### src/design/tc_status_pkg.sv
// Package: register map, field layout and bus types of the channel status block
package tc_status_pkg;

   // ****************************************
   // Register offsets
   // ****************************************
   localparam logic [7:0] channel_status_off         = 8'h20;
   localparam logic [7:0] interrupt_enable_set_off   = 8'h24;
   localparam logic [7:0] interrupt_enable_clear_off = 8'h28;
   localparam logic [7:0] interrupt_enable_mask_off  = 8'h2c;
   localparam logic [7:0] compare_value_c_off        = 8'h1c;
   localparam int         addr_bits                  = 8;

   // ****************************************
   // Status field positions
   // ****************************************
   localparam int overflow_bit       = 0;
   localparam int load_overrun_bit   = 1;
   localparam int compare_a_bit      = 2;
   localparam int compare_b_bit      = 3;
   localparam int compare_c_bit      = 4;
   localparam int load_a_bit         = 5;
   localparam int load_b_bit         = 6;
   localparam int ext_trigger_bit    = 7;
   localparam int event_count        = 8;
   localparam int clock_running_bit  = 16;
   localparam int line_a_mirror_bit  = 17;
   localparam int line_b_mirror_bit  = 18;
   localparam int value_width        = 16;

   localparam logic [event_count-1:0] mask_reset = 8'h00;
   localparam logic [31:0]            word_zero  = 32'h0000_0000;

   // ****************************************
   // AHB-Lite codes
   // ****************************************
   localparam logic [1:0] htrans_nonseq = 2'h2;
   localparam logic [1:0] htrans_seq    = 2'h3;

   // Event strobes from the channel datapath, one cycle each
   typedef struct packed {
      logic ext_trigger;
      logic load_b;
      logic load_a;
      logic compare_c;
      logic compare_b;
      logic compare_a;
      logic load_overrun;
      logic overflow;
   } events_t;

   // Latched data phase of one bus transfer
   typedef struct packed {
      logic                 valid;
      logic                 write;
      logic [addr_bits-1:0] addr;
   } bus_phase_t;

endpackage : tc_status_pkg

### src/design/timer_channel_status_irq.sv
// Status flags, interrupt mask and AHB-Lite slave of one timer channel
`timescale 1ns/100ps

module timer_channel_status_irq
   import tc_status_pkg::*;
(
   // Clock and reset
   input  wire logic                   hclk,
   input  wire logic                   hresetn,
   // AHB-Lite slave
   input  wire logic                   hsel,
   input  wire logic [31:0]            haddr,
   input  wire logic [1:0]             htrans,
   input  wire logic                   hwrite,
   input  wire logic [2:0]             hsize,
   input  wire logic [31:0]            hwdata,
   input  wire logic                   hready,
   output logic      [31:0]            hrdata,
   output logic                        hreadyout,
   output logic                        hresp,
   // Channel datapath
   input  wire logic                   output_generation_mode,
   input  wire logic                   clock_enabled,
   input  wire events_t                event_strobe,
   input  wire logic                   value_a_read,
   input  wire logic                   value_b_read,
   input  wire logic [value_width-1:0] compare_value_c,
   input  wire logic                   line_a_drive,
   input  wire logic                   line_b_drive,
   // Channel pins
   input  wire logic                   io_line_a,
   input  wire logic                   io_line_b,
   // Interrupt
   output logic                        irq
);

   // ****************************************
   // Pin synchronisers
   // ****************************************
   logic [1:0] line_a_sync;
   logic [1:0] line_b_sync;

   always_ff @(posedge hclk or negedge hresetn) begin
      if (!hresetn) begin
         line_a_sync <= 2'h0;
         line_b_sync <= 2'h0;
      end else begin
         line_a_sync <= {line_a_sync[0], io_line_a};
         line_b_sync <= {line_b_sync[0], io_line_b};
      end
   end

   // ****************************************
   // Bus address phase capture
   // ****************************************
   bus_phase_t phase;
   logic       take;

   assign take = hsel && hready && (htrans == htrans_nonseq || htrans == htrans_seq);

   always_ff @(posedge hclk or negedge hresetn) begin
      if (!hresetn) begin
         phase <= '0;
      end else if (hready) begin
         phase.valid <= take;
         phase.write <= hwrite;
         phase.addr  <= haddr[addr_bits-1:0];
      end
   end

   // Whole-word writes only act; narrower writes are answered but ignored, reads of any size act
   logic       size_ok;
   logic       size_ok_q;

   assign size_ok = (hsize == 3'h2);

   always_ff @(posedge hclk or negedge hresetn) begin
      if (!hresetn) begin
         size_ok_q <= 1'b0;
      end else if (hready) begin
         size_ok_q <= size_ok;
      end
   end

   function automatic logic hit(input bus_phase_t p, input logic wr, input logic [7:0] off);
      hit = p.valid && (p.write == wr) && (p.addr == off);
   endfunction : hit

   logic status_read;
   logic set_write;
   logic clear_write;

   assign status_read = hit(phase, 1'b0, channel_status_off);
   assign set_write   = size_ok_q && hit(phase, 1'b1, interrupt_enable_set_off);
   assign clear_write = size_ok_q && hit(phase, 1'b1, interrupt_enable_clear_off);

   // ****************************************
   // Event qualification by mode
   // ****************************************
   logic                   waveform;
   logic [event_count-1:0] event_in;
   logic                   a_loaded;
   logic                   b_loaded;
   logic                   overrun;

   assign waveform = output_generation_mode;

   // Unread-load trackers for capture mode
   always_ff @(posedge hclk or negedge hresetn) begin
      if (!hresetn) begin
         a_loaded <= 1'b0;
         b_loaded <= 1'b0;
      end else begin
         a_loaded <= !waveform && (event_strobe.load_a || (a_loaded && !value_a_read));
         b_loaded <= !waveform && (event_strobe.load_b || (b_loaded && !value_b_read));
      end
   end

   assign overrun = !waveform
                    && ((event_strobe.load_a && a_loaded && !value_a_read)
                        || (event_strobe.load_b && b_loaded && !value_b_read));

   always_comb begin
      event_in                    = '0;
      event_in[overflow_bit]      = event_strobe.overflow;
      event_in[load_overrun_bit]  = overrun;
      event_in[compare_a_bit]     = waveform && event_strobe.compare_a;
      event_in[compare_b_bit]     = waveform && event_strobe.compare_b;
      event_in[compare_c_bit]     = event_strobe.compare_c;
      event_in[load_a_bit]        = !waveform && event_strobe.load_a;
      event_in[load_b_bit]        = !waveform && event_strobe.load_b;
      event_in[ext_trigger_bit]   = event_strobe.ext_trigger;
   end

   // ****************************************
   // Sticky flags and mask
   // ****************************************
   logic [event_count-1:0] flags;
   logic [event_count-1:0] mask;
   logic [event_count-1:0] next_flags;
   logic [event_count-1:0] next_mask;

   genvar gi;
   generate
      for (gi = 0; gi < event_count; gi++) begin : g_bit
         // Set wins over the read-clear
         assign next_flags[gi] = event_in[gi] || (flags[gi] && !status_read);
         assign next_mask[gi]  = (set_write && hwdata[gi])
                                 || (mask[gi] && !(clear_write && hwdata[gi]));
      end
   endgenerate

   always_ff @(posedge hclk or negedge hresetn) begin
      if (!hresetn) begin
         flags <= '0;
      end else begin
         flags <= next_flags;
      end
   end

   always_ff @(posedge hclk or negedge hresetn) begin
      if (!hresetn) begin
         mask <= mask_reset;
      end else begin
         mask <= next_mask;
      end
   end

   always_ff @(posedge hclk or negedge hresetn) begin
      if (!hresetn) begin
         irq <= 1'b0;
      end else begin
         irq <= |(next_flags & next_mask);
      end
   end

   // ****************************************
   // Read data
   // ****************************************
   logic [31:0] status_word;
   logic [31:0] next_rdata;

   always_comb begin
      status_word                    = word_zero;
      // Events of the address phase cycle join the read, else the clear drops them
      status_word[event_count-1:0]   = flags | event_in;
      status_word[clock_running_bit] = clock_enabled;
      status_word[line_a_mirror_bit] = waveform ? line_a_drive : line_a_sync[1];
      status_word[line_b_mirror_bit] = waveform ? line_b_drive : line_b_sync[1];
   end

   // Decode on the incoming address phase so data stand in the data phase
   always_comb begin
      next_rdata = word_zero;
      if (!(take && !hwrite)) begin
         next_rdata = word_zero;
      end else if (haddr[addr_bits-1:0] == channel_status_off) begin
         next_rdata = status_word;
      end else if (haddr[addr_bits-1:0] == interrupt_enable_mask_off) begin
         next_rdata[event_count-1:0] = mask;
      end else if (haddr[addr_bits-1:0] == compare_value_c_off) begin
         next_rdata[value_width-1:0] = compare_value_c;
      end
   end

   always_ff @(posedge hclk or negedge hresetn) begin
      if (!hresetn) begin
         hrdata <= word_zero;
      end else if (hready) begin
         hrdata <= next_rdata;
      end
   end

   always_ff @(posedge hclk or negedge hresetn) begin
      if (!hresetn) begin
         hreadyout <= 1'b1;
         hresp     <= 1'b0;
      end else begin
         hreadyout <= 1'b1;
         hresp     <= 1'b0;
      end
   end

endmodule : timer_channel_status_irq

### config.mk
export PLATFORM = sky130hd
export DESIGN_NAME = timer_channel_status_irq
export DESIGN_NICKNAME = d
export VERILOG_FILES = /design/src/design/tc_status_pkg.sv /design/src/design/timer_channel_status_irq.sv
export SDC_FILE = /design/constraint.sdc
export NUM_CORES = 1
export LEC_CHECK = 0
export ABC_AREA = 1
export BUFFER_PORTS_ARGS = -buffer_cell sky130_fd_sc_hd__buf_4
export CAP_MARGIN = 20
export CORE_MARGIN = 3
export CORE_UTILIZATION = 50
export CTS_BUF_LIST = sky130_fd_sc_hd__clkbuf_2 sky130_fd_sc_hd__clkbuf_4 sky130_fd_sc_hd__clkbuf_8
export CTS_CLUSTER_DIAMETER = 200
export DETAILED_ROUTE_END_ITERATION = 16
export PLACE_DENSITY = 0.88
export SKIP_LAST_GASP = 1
export SYNTH_ARGS = -nofsm -noshare
export SYNTH_HDL_FRONTEND = slang
export SYNTH_SLANG_ARGS = --single-unit
export TNS_END_PERCENT = 30
### constraint.sdc
create_clock -name hclk -period 3.22 [get_ports hclk]
set_input_delay 0 -clock hclk [delete_from_list [all_inputs] [get_ports hclk]]
set_output_delay 0 -clock hclk [all_outputs]
set_load 0.01 [all_outputs]
After elaboration in Yosys (flattened, before gate mapping)
Cells that the tools add are included.

word-level totals
  register bits after elaboration = 66
  input port bits = 106
  output and inout port bits = 35
  word-level logic and storage cells = 121

cells by class
  equality and inequality tests = 9
  muxes and demuxes = 8
  bitwise operators = 3
  reduce and logical (&&, ||, !) cells = 89

operator list
  kind                number
  $logic_and 1x1->1   55
  $eq 8x6->1 const B  5
  $mux 16             2
  $mux 32             1
  $logic_or 1x1->1    20
  $mux 8              2
  $logic_not 1->1     13
  $and 8x8->8         1
  $eq 8x5->1 const B  1
  $or 8x8->8          1
  $reduce_or 8->1     1
  $eq 2x2->1 const B  2
  $eq 3x2->1 const B  1
  $mux 3              1
  $mux 1              2
  $not 1->1           1

Depth between registers and ports, before layout
  depth after elaboration = 9
  depth in mapped cells = 11
  depth with buffers taken out = 11

Worst setup path after synthesis
Ideal clock, no wire load.

  path type = reg2reg
  start = register phase[1] in the netlist's numbering
  end = register irq
  setup time = 0.119 ns
  arrival = 1.209 ns
  required time = 3.101 ns
  slack = 1.892 ns
  stages on the path, launching flop included = 10
  buffers on the path = 1
  clock period less this slack = 1.328 ns
  cell sequence = dfrtp_1 > nor3_4 > buf_6 > nand3_1 > nand2_1 > nand2_2 > nand2_1 > nand2_1 > nor2_1 > nand2_1

on the way
  cells in the longest elaborated chain, start to end = 9
  elaborated cells between the ends (all ways) = 67

RTL lines
  what                  RTL line                         RTL
  start, declared       timer_channel_status_irq.sv:56   bus_phase_t phase;
  $eq 8x6->1            timer_channel_status_irq.sv:86   hit = p.valid && (p.write == wr) && (p.addr == off);
  $logic_and 1x1->1     timer_channel_status_irq.sv:86
  $logic_and 1x1->1     timer_channel_status_irq.sv:95   assign clear_write = size_ok_q && hit(phase, 1'b1, interrupt_enable_clear_off);
  $logic_and 1x1->1     timer_channel_status_irq.sv:149  || (mask[gi] && !(clear_write && hwdata[gi]));
  $logic_not 1->1       timer_channel_status_irq.sv:149
  $logic_and 1x1->1     timer_channel_status_irq.sv:149
  $logic_or 1x1->1 (*)  timer_channel_status_irq.sv:149
  net next_mask[5]      timer_channel_status_irq.sv:141  logic [event_count-1:0] next_mask;
  $and 8x8->8 (*)       timer_channel_status_irq.sv:173  irq <= |(next_flags & next_mask);
  $reduce_or 8->1 (*)   timer_channel_status_irq.sv:173
  end signal, assigned  timer_channel_status_irq.sv:173
  end, declared         timer_channel_status_irq.sv:34   output logic irq

The timed path passes the listed nets; every way through them passes the cells marked *.
A chain may end at the register's enable or synchronous reset.

Worst setup path after layout
  start = register b_loaded
  end = register b_loaded

on the way
  cells in the longest elaborated chain, start to end = 3

RTL lines
  what                    RTL line                         RTL
  start, declared         timer_channel_status_irq.sv:103  logic b_loaded;
  start signal, assigned  timer_channel_status_irq.sv:115  b_loaded <= !waveform && (event_strobe.load_b || (b_loaded && !value_b_read));
  $logic_and 1x1->1       timer_channel_status_irq.sv:115
  $logic_or 1x1->1        timer_channel_status_irq.sv:115
  $logic_and 1x1->1       timer_channel_status_irq.sv:115

Every way passes these cells.

==> qor.txt <==
DRT Pass-1 Iters: 5
first-pass GRT wire length: 12.2 mm
vias in the first global route: 2631
min Tclk post-route: 1.85 ns
GP Congestion: 0.858
FILL cells: 311
Worst Max-Slew Pin Slew: 0.661 ns
Leak: 0.00186 uW
CTS Sinks: 53
Post-Syn Instances: 320
commonest non-fill, non-tap cell in the layout: nand2_1
core area: 0.00485 mm2
grt ovf: 0
Die W: 77.7 um
pre-CTS setup slack: 1.64 ns
GR Util met2: 0.439
Distinct cells, synth: 24
commonest non-fill, non-tap cells in the layout: 113 x nand2_1, 75 x buf_4, 53 x dfrtp_1
CP Cell Sequence: inv_1 > nor2_1 > nor2_1 > dlygate4sd3_1 > nor2_1 > dlygate4sd3_1
GRT busiest layer: met2
Worst EP required: 3.47 ns
Yosys Warn Count: 0
Power Internal: 1000 uW
fin crit share: 0.576
Max FO, Critical Path: 2
routed length per instance: 15.0 um
Reg power frac: 0.527
DRT iter0 DRCs: 233
setup bufs post-CTS: 0
unrepaired setup endpoints after global routing: false
HP Class: primary input to register
Worst Setup End Kind: register
Synth area leader: dfrtp_1
max_cap viols: 0
Row Count: 25
Clock transition at path regs: 0.10 ns
final slew viol count: 0
Combinational Power Share: 0.138
Routed WL: 7.50 mm
Psw: 322 uW
clock share of power: 0.335
top cell type's share of synthesized area: 0.516
Synth Cell Area: 0.00257 mm2
Crit path top cell by count: nor2_1
clk_lat worst skew: 0.31 ns
H-tree levels: 2
largest net degree at the start of global routing: 54
PortBufs: 75
Worst Skew: 0.00999 ns
GRT Total Usage: 0.258
Starting Density: 0.530
P&R area growth vs syn: 41.3%
sequential fraction of the synthesis area: 0.516
Hold Fails Final Rpt: 0
via/cell ratio: 5.20
CTS tree: built
Peak Freq: 539 MHz
fin util: 0.748
Final ANT Viol Nets: 0
area occupied by multi-input gates: 0.00107 mm2
crit start category: register
setup TNS: 0 ns
max incr delay on CP: 0.55 ns
drt drc: 0
final setup fails: 0
Slowest-stage cell, CP: dlygate4sd3_1
Net Sw Frac: 0.243
Synth Register Bits: 53
dominant cells by area after synthesis: dfrtp_1 52%, nand2_1 17%, nand3_1 5.5%
register area: 0.00133 mm2
WS Path Type: register to register
Mapped Avg Cell Area: 8.03 um2
Worst R2R Path Depth: 6
Slew headroom: 0.559
Power Total: 1320 uW
n_diodes: 0
hold depth: 3
CTS Root Cell: clkbuf_8
CTS Buf Count: 5
Worst Path Arrival: 2.10 ns
Global Route met1 Usage: 0.302
M3 GR Usage: 0.0626
vias post-DR: 2606
outcome: finished, final reports clean
die span in y: 77.7 um
setup ws final: 1.37 ns
Final HPWL DP: 4.44 mm
CTS Buffer Depth: 2
Nets: 540
Worst VDD drop: 0.295 mV
Ports: 141
Die Area: 0.00603 mm2
initial antenna violation count: 0
layout cell share with drive strength beyond 1: 0.221
Power Dens Cells: 365 mW/mm2
==> final cells by class <==
type	count	area share
Clock buffer	5	0.0190
Inverter	19	0.0197
Sequential cell	53	0.366
Timing Repair Buffer	116	0.268
Clock inverter	2	0.00966
Multi-Input combinational cell	239	0.295
Tap cell	67	0.0231
==> flip-flops by register name, indices dropped and copies added (netlist names) <==
signal       cells
hrdata          19
phase           10
flags            8
mask             8
line_a_sync      2
line_b_sync      2
a_loaded         1
b_loaded         1
irq              1
size_ok_q        1
==> power groups by stage <==
stage | registers, uW | clock network [uW] | logic (uW)
floorplan | 707 | 0 | 68.3
global placement | 708 | 0 | 131
detailed placement | 709 | 0 | 134
CTS | 696 | 436 | 175
global route | 699 | 473 | 199
finish | 698 | 443 | 182
==> routing by layer <==
metal  up-vias  wire, um
met5         -         0
met4         0       337
met3        36       648
met2       170      3720
met1      1186      2790
li1       1214         -
==> Yosys cell counts <==
master,instances
and2_2,1
nor4_1,1
o21ai_0,17
buf_6,1
mux2i_1,2
a32o_1,1
nand4_1,1
nand3_1,28
clkbuf_1,3
nor3_1,3
inv_1,16
nor2_1,32
buf_2,3
nor3_2,1
nor2_4,4
nor3_4,1
o31ai_1,3
a21oi_1,12
conb_1,2
nand2_2,4
dfrtp_1,53
inv_2,3
buf_4,15
nand2_1,113
==> kinds of logic (layout without fill, tap and decap cells) <==
family,count (synthesis),after routing,synth area share
other,2,15,0.00292
flip-flops,53,53,0.516
multiplexers,2,2,0.00779
buffers and inverters,41,142,0.0862
AND/OR/NAND/NOR,189,189,0.318
AO/OA/AOI/OAI,33,33,0.0692
==> worst paths after layout <==
| kind | startpoint | end | slack (ns) |
|---|---|---|---|
| max | b_loaded | b_loaded | 1.37 |
| min | event_strobe[4] | flags[4] | 0.003 |
| max reg2reg | b_loaded | b_loaded | 1.37 |
| min reg2reg | line_b_sync[0] | line_b_sync[1] | 0.36 |
| max in group asynchronous | hresetn | hrdata[8] | 2.49 |
| min in group asynchronous | hresetn | hrdata[3] | 0.27 |
==> metrics by stage <==
stage / instances / hold slack, ns / cell area (um2)
final: 501 / 0.00346 / 3630
after floorplan: 333 / -0.296 / 2620
after global routing: 501 / 0.00799 / 3630
after CTS: 501 / 0.00261 / 3630
after detailed placement: 453 / 0.0742 / 3110
after global placement: 453 / 0.0733 / 3110
==> repair_timing <==
item | CTS | global route
gates resized for setup | 0 | 0
hold endpoints to repair | 89 | 0
hold buffers | 41 | 0
==> critical path: cells and delay by family, from the launching register on <==
kind                   cells  cell delay (ns)
buffers and inverters      3             1.15
DFF                        1             0.34
and+or+nand+nor            3             0.30
Note: power is estimated with default switching activity, not from simulation.
